`src/rss_pkg.sv`:
```
// Package with encodings, field positions and constants for the rotate/fill/halt executor
package rss_pkg;

  // ****************************************
  // Opcode matching
  // ****************************************
  localparam logic [5:0]  ROT_OPC      = 6'h10;   // Upper six bits 010000
  localparam logic [6:0]  FILL_OPC     = 7'h34;   // Upper seven bits 0110100
  localparam logic [15:0] HALT_CODE    = 16'h0003;
  localparam int          DEST_BIT     = 9;
  localparam int          BANK_BIT     = 8;
  localparam logic [7:0]  FILL_VALUE   = 8'hff;
  localparam logic [3:0]  ACCESS_BANK  = 4'h0;    // Fixed access bank number
  localparam logic [7:0]  ACC_RESET    = 8'h00;
  localparam logic        TO_RESET     = 1'b1;
  localparam logic        PD_RESET     = 1'b1;

  // ****************************************
  // Types
  // ****************************************
  typedef enum logic [1:0] {
    OP_NONE,
    OP_ROT,
    OP_FILL,
    OP_HALT
  } rss_op_type;

  typedef struct packed {
    logic [11:0] addr;
    logic [7:0]  data;
    logic        we;
  } rss_fwr_type;

  typedef struct packed {
    logic negFlag;
    logic zeroFlag;
    logic flagWe;
  } rss_flag_type;

endpackage

```
`src/rss_exec.sv`:
```
// Decode and execute unit for rotate-right, fill-ones and halt instructions
//
// Function
// - Decode 010000 as rotate, d, a, f fields
// - Rotate right, bit 0 goes to bit 7
// - Rotate updates only negative and zero flags
// - d=0 writes accumulator, d=1 writes register
// - a=0 access bank, a=1 bank select
// - Decode 0110100 as fill, no flags touched
// - Fill writes FFh to register in phase 4
// - Halt clears powerdown, sets timeout flag
// - Halt clears watchdog, then sleeps
// - Watchdog wake clears the timeout flag
`timescale 1ns/10ps
module rss_exec
  import rss_pkg::*;
(
  input  wire logic        clk,
  input  wire logic        sys_rst,
  input  wire logic [15:0] instrWord,
  input  wire logic        instrValid,
  input  wire logic [3:0]  bankSelectValue,
  input  wire logic [7:0]  fileRdData,
  input  wire logic        wakeEvent,
  input  wire logic        wakeByWatchdog,
  output logic [11:0]      fileRdAddr,
  output logic             fileRdEn,
  output rss_fwr_type      fileWr,
  output logic [7:0]       accumulator,
  output rss_flag_type     flagUpd,
  output logic             timeoutFlag,
  output logic             powerdownFlag,
  output logic             watchdogClear,
  output logic             sleepMode,
  output logic             oscStop,
  output logic             instrDone
);

  // ****************************************
  // Helper functions
  // ****************************************
  // Bank resolution, used for read and write address
  function automatic logic [11:0] resolveAddr(input logic bankMode,
                                              input logic [3:0] bank_select_value,
                                              input logic [7:0] f);
    logic [3:0] bank;
    bank = bankMode ? bank_select_value : ACCESS_BANK;
    resolveAddr = {bank, f};
  endfunction

  function automatic logic [7:0] rotRight(input logic [7:0] v);
    rotRight = {v[0], v[7:1]};
  endfunction

  // ****************************************
  // Phase generator
  // ****************************************
  // Driven by the phase generator instance below the state declarations
  logic [3:0] phase;

  // ****************************************
  // State
  // ****************************************
  rss_op_type   op_reg,        op_next;
  logic         dest_reg,      dest_next;
  logic [11:0]  addr_reg,      addr_next;
  logic [7:0]   operand_reg,   operand_next;
  logic [7:0]   result_reg,    result_next;
  logic [11:0]  fileRdAddr_reg, fileRdAddr_next;
  logic         fileRdEn_reg,  fileRdEn_next;
  rss_fwr_type  fileWr_reg,    fileWr_next;
  logic [7:0]   acc_reg,       acc_next;
  rss_flag_type flagUpd_reg,   flagUpd_next;
  logic         timeout_reg,   timeout_next;
  logic         powerdown_reg, powerdown_next;
  logic         wdClear_reg,   wdClear_next;
  logic         sleepMode_reg, sleepMode_next;
  logic         done_reg,      done_next;
  logic [2:0]   wakeSync_reg;
  logic [2:0]   wakeSync_next;
  logic [2:0]   wdSync_reg;
  logic [2:0]   wdSync_next;
  logic         wakeSeen;
  logic         wdSeen;

  // Phases freeze while asleep, so wake always restarts at decode
  rss_phase_gen u_phase (
    .clk     (clk),
    .sys_rst (sys_rst),
    .run     (!sleepMode_reg),
    .phase   (phase)
  );

  // ****************************************
  // Wake input synchronisers
  // ****************************************
  // Wake sources are asynchronous pins; stages 2 and 3 must agree
  always_comb begin
    wakeSync_next = {wakeSync_reg[1:0], wakeEvent};
    wdSync_next   = {wdSync_reg[1:0], wakeByWatchdog};
    wakeSeen      = wakeSync_reg[1] & wakeSync_reg[2];
    wdSeen        = wdSync_reg[1] & wdSync_reg[2];
  end

  always_ff @(posedge clk) begin
    if (sys_rst) begin
      wakeSync_reg <= 3'h0;
      wdSync_reg   <= 3'h0;
    end else begin
      wakeSync_reg <= wakeSync_next;
      wdSync_reg   <= wdSync_next;
    end
  end

  // ****************************************
  // Decode and execute sequencing
  // ****************************************
  always_comb begin
    op_next         = op_reg;
    dest_next       = dest_reg;
    addr_next       = addr_reg;
    operand_next    = operand_reg;
    result_next     = result_reg;
    fileRdAddr_next = fileRdAddr_reg;
    fileRdEn_next   = 1'b0;
    fileWr_next     = '0;
    acc_next        = acc_reg;
    flagUpd_next    = '0;
    timeout_next    = timeout_reg;
    powerdown_next  = powerdown_reg;
    wdClear_next    = 1'b0;
    sleepMode_next  = sleepMode_reg;
    done_next       = 1'b0;

    if (sleepMode_reg) begin
      // Oscillator stopped; only a wake event restarts the core
      if (wakeSeen || wdSeen) begin
        sleepMode_next = 1'b0;
        if (wdSeen) begin
          timeout_next = 1'b0;
        end
      end
    end else if (phase[0]) begin
      // Phase 1: decode
      op_next   = OP_NONE;
      dest_next = 1'b0;
      addr_next = resolveAddr(instrWord[BANK_BIT], bankSelectValue, instrWord[7:0]);
      if (instrValid) begin
        if (instrWord[15:10] == ROT_OPC) begin
          op_next   = OP_ROT;
          dest_next = instrWord[DEST_BIT];
        end else if (instrWord[15:9] == FILL_OPC) begin
          op_next = OP_FILL;
        end else if (instrWord == HALT_CODE) begin
          op_next = OP_HALT;
        end
      end
    end else if (phase[1]) begin
      // Phase 2: register read request
      if (op_reg == OP_ROT || op_reg == OP_FILL) begin
        fileRdAddr_next = addr_reg;
        fileRdEn_next   = 1'b1;
      end
    end else if (phase[2]) begin
      // Phase 3: process; read data valid one cycle after request
      operand_next = fileRdData;
      case (op_reg)
        OP_ROT: begin
          result_next = rotRight(fileRdData);
        end
        OP_FILL: begin
          result_next = FILL_VALUE;
        end
        OP_HALT: begin
          powerdown_next = 1'b0;
          timeout_next   = 1'b1;
          wdClear_next   = 1'b1;
        end
        default: begin
          result_next = result_reg;
        end
      endcase
    end else begin
      // Phase 4: write to destination
      done_next = (op_reg != OP_NONE);
      case (op_reg)
        OP_ROT: begin
          if (dest_reg) begin
            fileWr_next = '{addr: addr_reg, data: result_reg, we: 1'b1};
          end else begin
            acc_next = result_reg;
          end
          flagUpd_next = '{negFlag: result_reg[7],
                           zeroFlag: (result_reg == 8'h00),
                           flagWe: 1'b1};
        end
        OP_FILL: begin
          fileWr_next = '{addr: addr_reg, data: result_reg, we: 1'b1};
        end
        OP_HALT: begin
          sleepMode_next = 1'b1;
        end
        default: begin
          done_next = 1'b0;
        end
      endcase
    end
  end

  always_ff @(posedge clk) begin
    if (sys_rst) begin
      op_reg         <= OP_NONE;
      dest_reg       <= 1'b0;
      addr_reg       <= 12'h000;
      operand_reg    <= 8'h00;
      result_reg     <= 8'h00;
      fileRdAddr_reg <= 12'h000;
      fileRdEn_reg   <= 1'b0;
      fileWr_reg     <= '0;
      acc_reg        <= ACC_RESET;
      flagUpd_reg    <= '0;
      timeout_reg    <= TO_RESET;
      powerdown_reg  <= PD_RESET;
      wdClear_reg    <= 1'b0;
      sleepMode_reg  <= 1'b0;
      done_reg       <= 1'b0;
    end else begin
      op_reg         <= op_next;
      dest_reg       <= dest_next;
      addr_reg       <= addr_next;
      operand_reg    <= operand_next;
      result_reg     <= result_next;
      fileRdAddr_reg <= fileRdAddr_next;
      fileRdEn_reg   <= fileRdEn_next;
      fileWr_reg     <= fileWr_next;
      acc_reg        <= acc_next;
      flagUpd_reg    <= flagUpd_next;
      timeout_reg    <= timeout_next;
      powerdown_reg  <= powerdown_next;
      wdClear_reg    <= wdClear_next;
      sleepMode_reg  <= sleepMode_next;
      done_reg       <= done_next;
    end
  end

  // ****************************************
  // Outputs, all registered
  // ****************************************
  assign fileRdAddr    = fileRdAddr_reg;
  assign fileRdEn      = fileRdEn_reg;
  assign fileWr        = fileWr_reg;
  assign accumulator   = acc_reg;
  assign flagUpd       = flagUpd_reg;
  assign timeoutFlag   = timeout_reg;
  assign powerdownFlag = powerdown_reg;
  assign watchdogClear = wdClear_reg;
  assign sleepMode     = sleepMode_reg;
  assign oscStop       = sleepMode_reg;  // Same flop: oscillator off while asleep
  assign instrDone     = done_reg;

endmodule

```
`src/rss_phase_gen.sv`:
```
// Four-phase generator splitting the core clock into instruction phases
`timescale 1ns/10ps
module rss_phase_gen (
  input  wire logic       clk,
  input  wire logic       sys_rst,
  input  wire logic       run,
  output logic [3:0]      phase
);

  logic [3:0] phase_reg;
  logic [3:0] phase_next;

  // ****************************************
  // Rotating one-hot phase
  // ****************************************
  // Stopped clock holds phase 1 so wake resumes cleanly
  always_comb begin
    if (!run) begin
      phase_next = 4'h1;
    end else begin
      phase_next = {phase_reg[2:0], phase_reg[3]};
    end
  end

  always_ff @(posedge clk) begin
    if (sys_rst) begin
      phase_reg <= 4'h1;
    end else begin
      phase_reg <= phase_next;
    end
  end

  assign phase = phase_reg;

endmodule

```
`config.mk`:
```
export PLATFORM = sky130hd
export DESIGN_NAME = rss_exec
export DESIGN_NICKNAME = d
export VERILOG_FILES = /design/src/rss_pkg.sv /design/src/rss_exec.sv /design/src/rss_phase_gen.sv
export SDC_FILE = /design/constraint.sdc
export NUM_CORES = 1
export LEC_CHECK = 0
export ABC_AREA = 0
export BUFFER_PORTS_ARGS = -buffer_cell sky130_fd_sc_hd__clkbuf_2
export CORE_ASPECT_RATIO = 0.5
export CORE_MARGIN = 4
export CORE_UTILIZATION = 43
export DETAILED_ROUTE_END_ITERATION = 10
export PLACE_DENSITY_LB_ADDON = 0.12
export SLEW_MARGIN = 20
export SYNTH_ARGS = -nofsm -noshare
export SYNTH_HDL_FRONTEND = slang
export SYNTH_HIERARCHICAL = 1
export SYNTH_SLANG_ARGS = --single-unit
```
`constraint.sdc`:
```
create_clock -name clk -period 2.41 [get_ports clk]
set_input_delay 0.482 -clock clk [delete_from_list [all_inputs] [get_ports clk]]
set_output_delay 0.482 -clock clk [all_outputs]
set_load 0.02 [all_outputs]
```
Yosys cells after proc, flatten, opt, wreduce, memory -nomap -nowiden
Index checks and enable logic that the tools add are counted.
Widths: inputs -> output; s select.
{"block": "totals", "reg_bits": 83, "latch_bits": 0, "mem_bits_rw": 0, "rom_bits": 0, "in_bits": 33, "output_inout_bits": 51, "wordCells": 85, "n_memories": 0}
{"block": "op_classes", "n_addsub": 0, "mul": 0, "div_mod_pow": 0, "order_cmp": 0, "eq_ne": 10, "shifts": 0, "n_mux": 25, "bitwise_logic": 9, "reduce_logical": 20}
{"operator": "$pmux 21 s2", "n": 1}
{"operator": "$mux 21", "n": 1}
{"operator": "$mux 1", "n": 17}
{"operator": "$eq 16x2->1 const B", "n": 1}
{"operator": "$pmux 8 s2", "n": 1}
{"operator": "$reduce_and 6->1", "n": 2}
{"operator": "$reduce_or 6->1", "n": 2}
{"operator": "$reduce_and 5->1", "n": 2}
{"operator": "$reduce_or 5->1", "n": 2}
{"operator": "$logic_not 8->1", "n": 1}
{"operator": "$mux 2", "n": 4}
{"operator": "$reduce_bool 2->1", "n": 4}
{"operator": "$eq 7x6->1 const B", "n": 1}
{"operator": "$not 1->1", "n": 7}
{"operator": "$eq 6x5->1 const B", "n": 1}
{"operator": "$eq 2x2->1 const B", "n": 2}
{"operator": "$mux 4", "n": 1}
{"operator": "$ne 2x1->1 const B", "n": 2}
{"operator": "$ne 2x2->1 const B", "n": 2}
{"operator": "$reduce_and 4->1", "n": 1}
{"operator": "$reduce_or 4->1", "n": 1}
{"operator": "$reduce_or 3->1", "n": 1}
{"operator": "$and 1x1->1", "n": 2}
{"operator": "$eq 2x1->1 const B", "n": 1}
{"operator": "3 further kinds", "n": 4}

Longest topological paths before layout
{"block": "logic_depth", "word_depth": 6, "depth_mapped": 7, "ltp_nobuf": 5}

Hierarchy
The synthesis kept the hierarchy.
{"mod": "rss_exec", "n_inst": 1, "cells_each": 288, "area_per_inst_um2": 2710.1, "seq_area_each_um2": 1581.5}
{"mod": "rss_phase_gen", "n_inst": 1, "cells_each": 8, "area_per_inst_um2": 118.9, "seq_area_each_um2": 80.1}

Worst setup path before layout
OpenSTA, ideal clock, no wires.
{"block": "synth_path", "path_kind": "reg2reg", "from": "register sleepMode_reg (netlist: oscStop)", "to": "register acc_reg[0] (netlist: accumulator[0])", "setup_time_ns": 0.128, "arrival_time_ns": 1.637, "slack_ns": 0.646, "stages_incl_launch_ff": 6, "path_buffers": 1, "path_cell_list": "dfxtp_1 or3_1 or4b_1 buf_6 mux2i_1 nor2_1"}
{"block": "synth_via", "elab_chain_len": 2}
{"element": "start, declared", "line_no": "rss_exec.sv:77", "text": "logic sleepMode_reg, sleepMode_next;"}
{"element": "start signal, assigned", "line_no": "rss_exec.sv:241", "text": "sleepMode_reg <= sleepMode_next;"}
{"element": "$not 1->1 (no line)"}
{"element": "$reduce_and 6->1 (no line)"}
{"element": "end signal, assigned", "line_no": "rss_exec.sv:236", "text": "acc_reg <= acc_next;"}
{"element": "end, declared", "line_no": "rss_exec.sv:72", "text": "logic [7:0] acc_reg, acc_next;"}
No other way between the ends.
A chain may end at the register's enable or synchronous reset.

Final worst setup path
{"block": "layout_path", "from": "register sleepMode_reg (netlist: oscStop)", "to": "register acc_reg[6] (netlist: accumulator[6])"}
The elaborated chain is that of the path after synthesis.

==> impl_metrics.py <==
metrics = {
    "place": {
        "gp_congestion": 0.841,
        "portBuffers": 83,
        "place_area_um2": 3300,
        "dp_hpwl_mm": 4.47,
    },
    "cells_and_area": {
        "drive_gt1_share_pct": 27.6,
        "syn_to_final_growth_pct": 28.7,
        "utilization_pct": 58.5,
        "fin_nets": 414,
        "design_area_um2": 3640,
        "final_cell_mix": "83 x dfxtp_1, 83 x clkbuf_2, 49 x nand2_1",
        "largest_reg_flops": 21,
        "diodes": 0,
    },
    "route": {
        "first_iter_violations": 128,
        "ant_nets": 0,
        "vias": 2247,
        "wl_mm": 6.37,
        "wire_per_inst_um": 13.6,
        "drc": 0,
        "viasPerCell": 4.79,
        "dr.pass1.iters": 4,
    },
    "clock_tree": {
        "clockBufferDepth": 2,
        "clkSlewWorstSetupHoldPaths_ns": 0.06,
        "cts_hold_buf": 0,
        "post_cts_resized": 0,
        "numCtsBuffers": 9,
        "cts_tree": "built",
        "clk_latency_ns": 0.34,
        "htree_levels": 3,
        "clock_sinks": 83,
        "post_cts_buffers": 0,
        "clock-root-buffer": "clkbuf_16",
    },
    "sta": {
        "hold_violations": 0,
        "rsz0062_at_grt": "no",
        "min_period_over_period_pct": 82.5,
        "fin_skew_ns": 0.00408,
        "max_slew_margin_pct": 54.9,
        "setup_viol": 0,
        "tns_ns": 0,
        "slew_violations": 0,
        "hold-worst-slack_ns": 0.353,
        "max_slew.worst_pin.slew_ns": 0.677,
        "finalCriticalPeriod_ns": 1.99,
        "max_freq_mhz": 503,
    },
    "die": {
        "io-pin-count": 84,
        "rows": 20,
        "die_x_um": 123,
        "start_util_pct": 45.4,
        "die_height_um": 65.4,
        "die-area_um2": 8020,
        "coreArea_um2": 6230,
    },
    "logic_synthesis": {
        "synth_area_um2": 2830,
        "netlist.area_leader.share_pct": 58.7,
        "ys_seq_area_share_pct": 58.7,
        "ys_seq_elements": 83,
        "synth_top_family_by_area": "simple AND/OR/NAND/NOR gates",
        "synth_mux_area_share_pct": 2.83,
        "synth_compound_area_share_pct": 9.07,
        "yosysTopAreaCell": "dfxtp_1",
        "synth.top_cells.by_area": "dfxtp_1 59%, nand2_1 6.5%, and2_1 4.9%",
        "synth_xor_area_share_pct": 0,
        "synth_cell_type_count": 33,
        "synthesis.nets": 334,
        "yosys.area_share.simple_pct": 24.0,
        "synthCells": 296,
        "synthAdderAreaFrac_pct": 2.21,
        "yosysWarnings": 6,
        "avgSynthCellArea_um2": 9.56,
    },
    "worst_setup_path": {
        "critPathArrivalTime_ns": 2.18,
        "crit_fanout": 8,
        "worstSetupPathType": "reg -> reg",
        "reg2reg_from": "oscStop$_SDFF_PP0_",
        "end_kind": "register",
        "required_ns": 2.60,
        "worstSetupStartpointType": "register",
        "crit_path_start": "oscStop$_SDFF_PP0_",
    },
    "grt": {
        "met1_usage_pct": 20.5,
        "grt_overflow": 0,
        "grt-busiest-layer": "met2",
        "grt_pass1_vias": 2129,
        "use_met2_pct": 26.6,
        "grt_start_max_net_pins": 60,
        "grt_pass1_wl_mm": 10.3,
        "grtUsageMet3_pct": 6.88,
        "antenna_found_initial": 0,
        "gr-usage-all-layers_pct": 16.9,
    },
    "job": {
        "drv_cap": 0,
    },
    "worst_hold_path": {
        "hold_class": "in -> reg",
        "min_from": "wakeEvent",
    },
    "pwr": {
        "p_total_w": 0.00305,
        "vdd_drop_max_v": 0.000635,
        "powerDensity_nw_per_um2": 837,
        "p_leak_nw": 1.65,
    },
    "outcome": {
        "status": "finished clean",
    },
}
## final cells by class
type | count | area [µm²]
inverters | 3 | 11.3
multi-input cells | 193 | 1080
repair buffers | 86 | 438
well taps | 88 | 110
clock inverters | 6 | 114
flip-flops and latches | 83 | 1660
fillers | 567 | 2590
clock buffers | 10 | 229
## metal layers
layer / vias to the layer above / share of wire (%)
met5: - / 0
met4: 0 / 1.4
met3: 10 / 7.6
met2: 63 / 45
met1: 1030 / 46
li1: 1144 / -
## critical path, stage by stage (launching register included)
cell and delay (ns):
dfxtp_1 0.37, or3_1 0.42, or4b_1 0.75, mux2i_1 0.24
nor2_1 0.06
## cell families (layout without fill, tap and decap cells)
family                   after synthesis  count (layout)
AO/OA/AOI/OAI                         42              42
adder cells (fa/ha/maj)                5               5
buffers and inverters                 20             105
flip-flops                            83              83
multiplexers                           8               8
AND/OR/NAND/NOR                      138             138
## cells in the mapped netlist
cell	number
a2111oi_0	2
dfxtp_1	83
a2bb2oi_1	2
buf_4	1
and3b_1	1
a21o_1	2
nor3_2	1
nor2b_1	8
buf_6	1
or3b_1	1
nor3_1	2
ha_1	5
a211oi_1	8
nor2_1	30
buf_2	2
nor4b_1	1
a21oi_1	26
a22o_1	1
clkbuf_1	10
or3_1	1
and3_1	4
inv_1	3
and2_1	22
nand4_1	1
nand2_1	49
nand3_1	9
nor4_1	3
or4b_1	1
nor3b_1	1
and3b_2	3
mux2i_1	8
o31ai_1	1
buf_1	3
## worst paths after layout
path                                 end  cells after the start  slack, ns
max          accumulator[6]$_SDFFE_PP0P_                      4       0.42
min           wakeSync_reg[0]$_SDFF_PP0_                      2       0.35
max reg2reg  accumulator[6]$_SDFFE_PP0P_                      4       0.42
min reg2reg  u_phase/phase[0]$_SDFF_PP1_                      1       0.42
## stage by stage
step / cells / setup slack, ns
6_report: 469 / 0.422
5_1_grt: 469 / 0.273
4_1_cts: 469 / 0.382
3_5_place_dp: 453 / 0.392
3_3_place_gp: 453 / 0.468
2_1_floorplan: 296 / 0.646
## power breakdown
part / switching [W] / internal (W)
clock: 0.000536 / 0.00101
sequential: 0.0000124 / 0.00139
combinational: 0.0000549 / 0.0000405
total: 0.000603 / 0.00244
Power figures use the tool's default switching activity.
